[src/pmd_consts.svh]
// Offsets, bit positions, masks and reset values of the peripheral disable bank.
// Assumes inclusion by its bare name; definitions only.
`ifndef PMD_CONSTS_SVH
`define PMD_CONSTS_SVH

`define PDB_OFF_DIS0        8'h00
`define PDB_OFF_DIS1        8'h04
`define PDB_OFF_DIS2        8'h08
`define PDB_OFF_DIS3        8'h0c
`define PDB_OFF_SERIAL_WAVE 8'h10
`define PDB_OFF_LOGIC_CELL  8'h14

`define PDB_MASK_DIS0        8'hc7
`define PDB_MASK_DIS1        8'h87
`define PDB_MASK_DIS2        8'h67
`define PDB_MASK_DIS3        8'h3f
`define PDB_MASK_SERIAL_WAVE 8'hd1
`define PDB_MASK_LOGIC_CELL  8'h1e

`define PDB_RESET_VALUE 8'h00

`define PDB_BIT_ASYNC_B   7
`define PDB_BIT_ASYNC_A   6
`define PDB_BIT_SYNC      4
`define PDB_BIT_WAVE      0
`define PDB_BIT_CELL_D    4
`define PDB_BIT_CELL_C    3
`define PDB_BIT_CELL_B    2
`define PDB_BIT_CELL_A    1

`define PDB_RESP_OKAY   2'h0
`define PDB_RESP_SLVERR 2'h2

`endif

[src/pdb_pkg.sv]
// Types shared by the peripheral disable bank and its register store.
// Assumes nothing beyond a SystemVerilog compiler.
package pdb_pkg;

  typedef struct packed {
    logic [7:0] dis0;
    logic [7:0] dis1;
    logic [7:0] dis2;
    logic [7:0] dis3;
    logic [7:0] serial_wave;
    logic [7:0] logic_cell;
  } regs_s;

  typedef struct packed {
    logic async_serial_b_off;
    logic async_serial_a_off;
    logic sync_serial_off;
    logic waveform_gen_off;
    logic logic_cell_d_off;
    logic logic_cell_c_off;
    logic logic_cell_b_off;
    logic logic_cell_a_off;
  } offs_s;

  typedef struct packed {
    logic        awready;
    logic        wready;
    logic        bvalid;
    logic [1:0]  bresp;
    logic        arready;
    logic        rvalid;
    logic [31:0] rdata;
    logic [1:0]  rresp;
    logic        aw_held;
    logic [7:0]  aw_addr;
    logic        w_held;
    logic [7:0]  w_data;
    logic        w_strb0;
  } bus_s;

endpackage

[src/peripheral_disable_bank.sv]
// Peripheral disable bank: six byte-wide disable registers behind an AXI4-Lite slave.
// Assumes a single clock, a synchronous active-low reset and a well-behaved master.
//
// Behaviour
// - Bit 7 of the serial and waveform register set disables the second async serial port.
// - Bit 4 of the logic cell register set disables the fourth logic cell.
// - Bit 3 of the logic cell register set disables the third logic cell.
// - Bit 2 of the logic cell register set disables the second logic cell.
// - Unimplemented bits of every disable register always read as zero.
//
// Local design decisions: the AXI4-Lite slave port and the address map.
`timescale 1ns/100ps
`include "pmd_consts.svh"

module peripheral_disable_bank
(
  input  wire logic        aclk,
  input  wire logic        aresetn,
  input  wire logic [7:0]  s_axi_awaddr,
  input  wire logic [2:0]  s_axi_awprot,
  input  wire logic        s_axi_awvalid,
  output logic             s_axi_awready,
  input  wire logic [31:0] s_axi_wdata,
  input  wire logic [3:0]  s_axi_wstrb,
  input  wire logic        s_axi_wvalid,
  output logic             s_axi_wready,
  output logic [1:0]       s_axi_bresp,
  output logic             s_axi_bvalid,
  input  wire logic        s_axi_bready,
  input  wire logic [7:0]  s_axi_araddr,
  input  wire logic [2:0]  s_axi_arprot,
  input  wire logic        s_axi_arvalid,
  output logic             s_axi_arready,
  output logic [31:0]      s_axi_rdata,
  output logic [1:0]       s_axi_rresp,
  output logic             s_axi_rvalid,
  input  wire logic        s_axi_rready,
  output pdb_pkg::offs_s   offs_q
);

  pdb_pkg::bus_s  st_q;
  pdb_pkg::bus_s  st_d;
  pdb_pkg::regs_s regs;
  pdb_pkg::offs_s offs_d;
  logic           wr_en;
  logic           wr_hit;

  // Read decode shared by the read path; stored values are already masked.
  function automatic logic [8:0] read_word(input pdb_pkg::regs_s r, input logic [7:0] a);
    logic [8:0] res;
    res = {1'b1, 8'h00};
    case (a)
      `PDB_OFF_DIS0:        res = {1'b1, r.dis0};
      `PDB_OFF_DIS1:        res = {1'b1, r.dis1};
      `PDB_OFF_DIS2:        res = {1'b1, r.dis2};
      `PDB_OFF_DIS3:        res = {1'b1, r.dis3};
      `PDB_OFF_SERIAL_WAVE: res = {1'b1, r.serial_wave & `PDB_MASK_SERIAL_WAVE};
      `PDB_OFF_LOGIC_CELL:  res = {1'b1, r.logic_cell & `PDB_MASK_LOGIC_CELL};
      default:              res = {1'b0, 8'h00};
    endcase
    return res;
  endfunction

  // A write commits once both address and data are held, lane 0 is strobed and no response is pending.
  assign wr_en = st_q.aw_held && st_q.w_held && !st_q.bvalid && st_q.w_strb0;

  pdb_store u_store
  (
    .aclk    (aclk),
    .aresetn (aresetn),
    .wr_en   (wr_en),
    .wr_addr (st_q.aw_addr),
    .wr_data (st_q.w_data),
    .regs_q  (regs),
    .wr_hit  (wr_hit)
  );

  always_comb
  begin
    logic [8:0] rd;
    rd = read_word(regs, s_axi_araddr & 8'hfc);
    st_d = st_q;
    st_d.awready = 1'b0;
    st_d.wready = 1'b0;
    st_d.arready = 1'b0;
    if (s_axi_awvalid && st_q.awready)
    begin
      st_d.aw_held = 1'b1;
      st_d.aw_addr = s_axi_awaddr & 8'hfc;
    end
    if (s_axi_wvalid && st_q.wready)
    begin
      st_d.w_held = 1'b1;
      st_d.w_data = s_axi_wdata[7:0];
      st_d.w_strb0 = s_axi_wstrb[0];
    end
    if (st_q.aw_held && st_q.w_held && !st_q.bvalid)
    begin
      st_d.bvalid = 1'b1;
      // A write with lane 0 off changes nothing and is answered OKAY if mapped.
      st_d.bresp = wr_hit ? `PDB_RESP_OKAY : `PDB_RESP_SLVERR;
      st_d.aw_held = 1'b0;
      st_d.w_held = 1'b0;
    end
    if (st_q.bvalid && s_axi_bready)
    begin
      st_d.bvalid = 1'b0;
    end
    st_d.awready = !st_d.aw_held && !st_q.awready && !st_d.bvalid;
    st_d.wready = !st_d.w_held && !st_q.wready && !st_d.bvalid;
    if (s_axi_arvalid && st_q.arready)
    begin
      st_d.rvalid = 1'b1;
      st_d.rdata = {24'h000000, rd[7:0]};
      st_d.rresp = rd[8] ? `PDB_RESP_OKAY : `PDB_RESP_SLVERR;
    end
    else if (st_q.rvalid && s_axi_rready)
    begin
      st_d.rvalid = 1'b0;
    end
    st_d.arready = !st_d.rvalid && !st_q.arready && !st_q.rvalid;
  end

  always_comb
  begin
    offs_d.async_serial_b_off = regs.serial_wave[`PDB_BIT_ASYNC_B];
    offs_d.async_serial_a_off = regs.serial_wave[`PDB_BIT_ASYNC_A];
    offs_d.sync_serial_off    = regs.serial_wave[`PDB_BIT_SYNC];
    offs_d.waveform_gen_off   = regs.serial_wave[`PDB_BIT_WAVE];
    offs_d.logic_cell_d_off   = regs.logic_cell[`PDB_BIT_CELL_D];
    offs_d.logic_cell_c_off   = regs.logic_cell[`PDB_BIT_CELL_C];
    offs_d.logic_cell_b_off   = regs.logic_cell[`PDB_BIT_CELL_B];
    offs_d.logic_cell_a_off   = regs.logic_cell[`PDB_BIT_CELL_A];
  end

  always_ff @(posedge aclk)
  begin
    if (!aresetn)
    begin
      st_q <= '0;
      offs_q <= '0;
    end
    else
    begin
      st_q <= st_d;
      offs_q <= offs_d;
    end
  end

  assign s_axi_awready = st_q.awready;
  assign s_axi_wready = st_q.wready;
  assign s_axi_bvalid = st_q.bvalid;
  assign s_axi_bresp = st_q.bresp;
  assign s_axi_arready = st_q.arready;
  assign s_axi_rvalid = st_q.rvalid;
  assign s_axi_rdata = st_q.rdata;
  assign s_axi_rresp = st_q.rresp;

endmodule // peripheral_disable_bank

[src/pdb_store.sv]
// Register store of the disable bank: applies a write, masking out unimplemented bits.
// Assumes a write strobe of one cycle with a word offset from the bus slave.
`timescale 1ns/100ps
`include "pmd_consts.svh"

module pdb_store
(
  input  wire logic           aclk,
  input  wire logic           aresetn,
  input  wire logic           wr_en,
  input  wire logic [7:0]     wr_addr,
  input  wire logic [7:0]     wr_data,
  output pdb_pkg::regs_s      regs_q,
  output logic                wr_hit
);

  pdb_pkg::regs_s regs_d;

  always_comb
  begin
    regs_d = regs_q;
    wr_hit = 1'b1;
    case (wr_addr)
      `PDB_OFF_DIS0:        regs_d.dis0 = wr_data & `PDB_MASK_DIS0;
      `PDB_OFF_DIS1:        regs_d.dis1 = wr_data & `PDB_MASK_DIS1;
      `PDB_OFF_DIS2:        regs_d.dis2 = wr_data & `PDB_MASK_DIS2;
      `PDB_OFF_DIS3:        regs_d.dis3 = wr_data & `PDB_MASK_DIS3;
      `PDB_OFF_SERIAL_WAVE: regs_d.serial_wave = wr_data & `PDB_MASK_SERIAL_WAVE;
      `PDB_OFF_LOGIC_CELL:  regs_d.logic_cell = wr_data & `PDB_MASK_LOGIC_CELL;
      default:              wr_hit = 1'b0;
    endcase
    if (!wr_en)
    begin
      regs_d = regs_q;
    end
  end

  always_ff @(posedge aclk)
  begin
    if (!aresetn)
    begin
      regs_q <= {6{`PDB_RESET_VALUE}};
    end
    else
    begin
      regs_q <= regs_d;
    end
  end

endmodule // pdb_store

[config.mk]
export PLATFORM = sky130hd
export DESIGN_NAME = peripheral_disable_bank
export DESIGN_NICKNAME = d
export VERILOG_FILES = /design/src/pdb_pkg.sv /design/src/peripheral_disable_bank.sv /design/src/pdb_store.sv
export VERILOG_INCLUDE_DIRS = /design/src
export SDC_FILE = /design/constraint.sdc
export NUM_CORES = 1
export LEC_CHECK = 0
export CAP_MARGIN = 20
export CORE_MARGIN = 2
export CORE_UTILIZATION = 51
export DETAILED_ROUTE_END_ITERATION = 6
export DONT_BUFFER_PORTS = 1
export GPL_ROUTABILITY_DRIVEN = 0
export PLACE_DENSITY = 0.66
export SYNTH_ARGS = -nofsm -noshare
export SYNTH_HDL_FRONTEND = slang
export SYNTH_SLANG_ARGS = --single-unit
[constraint.sdc]
create_clock -name aclk -period 3.9 [get_ports aclk]
set_input_delay 0.78 -clock aclk [delete_from_list [all_inputs] [get_ports aclk]]
set_output_delay 0.78 -clock aclk [all_outputs]
set_load 0.03 [all_outputs]
## Word-level counts from Yosys, hierarchy flattened

Cells that the tools add are included.

- Register bits after elaboration: 70
- Latch bits: 0
- RAM bits: 0
- Memory bits (read-only): 0
- Input port bits: 65
- Output and inout port bits: 49
- Memories kept: 0

- Add/subtract/negate cells: 0
- $mul: 0
- Divide/modulo/power cells: 0
- Magnitude comparators: 0
- Eq/ne operators: 10
- Shift-type cells: 0
- Mux-type cells: 12
- Bitwise logic cells: 0
- Reductions and logical operators: 32

Operator list:

| cell | count |
|---|---|
| 9-bit one-hot mux with 6 select lines | 1 |
| 6-bit by 2-bit == test with 1-bit output (second input constant) | 4 |
| 6-bit by 3-bit == test with 1-bit output (second input constant) | 4 |
| 8-bit zero test | 2 |
| 1-bit logical AND | 14 |
| 6-bit by 1-bit == test with 1-bit output (second input constant) | 2 |
| 2-bit AND reduction | 6 |
| 10-bit 2-to-1 mux | 1 |
| 1-bit zero test | 9 |
| 9-bit 2-to-1 mux | 1 |
| 1-bit 2-to-1 mux | 6 |
| 6-bit OR reduction | 1 |
| 2-bit 2-to-1 mux | 2 |
| 3-bit 2-to-1 mux | 1 |

## Longest topological paths before layout

- Word-level depth: 8
- Gate-level depth with buffers: 5
- Mapped depth without buffers: 3

## By module

A second synthesis with hierarchy kept.

- Cell total of the unflattened synthesis: 355
- Area, all modules: 3293.2 sq um

Modules (own cells, without submodules):

| module | instances | cells an instance | area each (sq um) |
|---|---|---|---|
| peripheral_disable_bank | 1 | 222 | 1978.1 |
| pdb_store | 1 | 133 | 1315.0 |

## Worst setup path before layout

OpenSTA, ideal clock, no wires.

- Kind: input to register
- Start point: in s_axi_araddr[3]
- End point: reg st_q, in the netlist s_axi_rdata[1]
- Setup time: 131 ps
- Arrival time: 1769 ps
- Required time: 3769 ps
- Setup slack: 2000 ps
- Cell stages on the path: 5
- Path through: clkbuf_1 -> buf_2 -> mux2_2 -> a22oi_1 -> a221oi_1

- Word-level cells in the longest chain between the ends: 2
- Elaborated cells on any way between the ends: 7

RTL lines:

| element | line | RTL |
|---|---|---|
| start, declared | peripheral_disable_bank.sv:30 | `input wire logic [7:0] s_axi_araddr,` |
| 6-bit by 3-bit == test with 1-bit output, or another cell as far along | peripheral_disable_bank.sv:52 | `case (a)` |
| 9-bit one-hot mux with 6 select lines * | peripheral_disable_bank.sv:52 |  |
| end signal, assigned | peripheral_disable_bank.sv:145 | `st_q <= st_d;` |
| end, declared | peripheral_disable_bank.sv:41 | `pdb_pkg::bus_s st_q;` |

Every way passes the cells marked *; elsewhere a longest branch is shown, timed or not.
A chain may end at the register's enable or synchronous reset.

## Worst setup path after layout

- Start point: reg st_q, in the netlist s_axi_awready
- End point: out s_axi_awready

RTL lines:

| element | line | RTL |
|---|---|---|
| end, declared | peripheral_disable_bank.sv:22 | `output logic s_axi_awready,` |

No word-level cell between the ends.

==> metrics <==
Synth Cell Area roughly 3000 um2; vias in the first global route 1851; die area about 6500 um2; worst setup path startpoint s_axi_awready; syn avg cell area 9.027 um2; R2R Path Start s_axi_bvalid; Storage cell area 1361 um2; # fillers 544; GRT Total Usage 18.55%; Setup TNS 0 ns; largest net degree at the start of global routing 46; Power Density 441.5 nW/um2; most frequent cells in the layout nand2_1 (74), dfxtp_1 (68), mux2i_1 (29); HPWL Detailed 3898 um; Mapped Cells 331; DRC errors left 0; global route overflow 0; hold_buf cts 0; Leak 1.275 nW; worst IR drop on VDD 320.0 uV; status finished, final reports clean; Setup violations, final 0; fraction of layout cells with a size suffix above 1 7.886%; initial antenna violation count 0; Slew headroom 46.70%; library cells used by synthesis 37; Final Util a little over half; yosys warns 0; clk slew on worst S/H paths around 0.070 ns; leading cell type in the layout, fill and taps excluded nand2_1; H-tree depth 3; Setup CP Type flip-flop to output port; sequential area share after synthesis 45.56%; worst path arrival time 1.00 ns; Iter 0 DRT Violations 135; final hold vios 0; standard-cell rows 27; Worst-Margin Slew 0.7986 ns; maxcap violations 0; Setup crit start kind flip-flop; Die Span Y 80.54 um; drt pass-1 iters 4; post-place instance area 2829 um2; Top Ports roughly 110; input/output buffers 0; Multi-input gate area 1340 um2; starting density of the core 53.60%; vias per inst 5.275; die width 80.54 um; worst path required time 3.12 ns; overall power 0.001327 W; Final Cycle Share 45.69%; clock skew 0.008282 ns; crit path max fanout 10; synth-to-layout area growth 0.5862%; postcts setup bufs 0; fin area between 3000 and 4000 um2; RSZ-0062 raised after global routing false; diode count 0; critical path endpoint category output port; post-CTS sizing 0; HP Class flip-flop to flip-flop; Max Freq approximately 560 MHz; Routed Antenna Nets 0; Nets 379; post-synthesis register bit count 68; Hold Path Origin u_store.regs_q[20]; Period minus WS final 1.782 ns; Clock Latency Late Sink 0.33 ns; drt wl/cell between 10 and 15 um; WL final ~5600 um; CTS Buffer Depth 2; Clock Sinks 68; Core Region 5574 um2; vias post-DR ~2k; first-pass GRT wire length around 9000 um; clock root buffer master clkbuf_8; Slew Viols, Final 0; CTS tree done; Num CTS Buffers 9
## path summary, 6_finish.rpt
| path | cells after the start | to | slack, ns |
|---|---|---|---|
| worst max-delay path | 0 | s_axi_awready | 2.12 |
| worst max register to register | 3 | u_store.regs_q[21] | 2.13 |
| worst min register to register | 2 | u_store.regs_q[20] | 0.45 |
| worst min-delay path | 2 | u_store.regs_q[20] | 0.45 |
## through the flow
stage                     std cells  hold slack (ns)  setup WS (ns)
after floorplan                 356           0.4186          2.000
after global placement          375           0.4395          1.882
after detailed placement        375           0.4440          1.818
after CTS                       389           0.4558          2.083
after global routing            389           0.4715          1.956
final                           389           0.4543          2.118
## sequential cells by signal (all words and copies together), names as in the netlist
signal	cells
u_store.regs_q	28
st_q	17
offs_q	8
s_axi_rdata	8
s_axi_arready	1
s_axi_awready	1
s_axi_bresp	1
s_axi_bvalid	1
s_axi_rresp	1
s_axi_rvalid	1
s_axi_wready	1
## cell families after synthesis
kind of cell	after synthesis	synth area share [%]
other	1	0.1255
AND/OR/NAND/NOR	125	20.94
multiplexers	37	12.73
AO/OA/AOI/OAI	37	7.915
buffers and inverters	63	12.73
flip-flops	68	45.56
## layout make-up
class / count / area share [%]
sequential: 68 / 45.30
multi-input combinational: 225 / 44.59
clock buffer: 13 / 5.620
tap: 72 / 2.998
inverter: 10 / 1.249
clock inverter: 1 / 0.2498
## synthesized netlist by cell type
master,n,area (um2)
a22oi_1,3,22.52
nand3b_1,1,7.510
buf_4,36,270.3
nor3_1,6,30.03
o2111ai_1,1,8.760
nand4_1,5,31.28
nor2b_1,5,31.28
and3_1,2,12.51
and2_1,3,18.77
dfxtp_1,68,1361
nor4bb_1,1,10.01
nand2_1,74,277.8
a32oi_1,2,17.52
o31ai_1,1,7.510
a31oi_1,1,6.260
o2bb2ai_1,1,8.760
clkbuf_1,15,56.30
a21oi_1,20,100.1
a41o_1,1,10.01
o21ai_0,2,10.01
buf_6,1,11.26
nand3_1,9,45.04
conb_1,1,3.750
a221oi_1,3,26.28
o41ai_1,1,8.760
and4b_1,4,40.04
a222oi_1,1,10.01
buf_2,1,5.000
nand2b_1,4,25.02
and3b_1,1,8.760
mux2_2,8,90.09
or3_4,1,11.26
nor4_4,2,42.54
nor2_1,6,22.52
mux2i_1,29,290.3
or4_4,1,11.26
inv_1,10,37.54
## power breakdown
group,switching (W),internal (W),total [W]
Sequential,0.0000223,0.000708,0.000731
Combinational,0.0000642,0.0000178,0.0000820
Clock,0.000238,0.000276,0.000514
Total,0.000325,0.00100,0.00133
## routing by layer
metal,part of all wire (%),GRT usage [%],up-vias
met5,0,0,-
met2,41,26.00,80
met1,49,25.68,928
li1,-,-,1035
met4,1.9,9.153,0
met3,7.9,5.618,9
No activity file was read; power rests on OpenSTA's default activity.
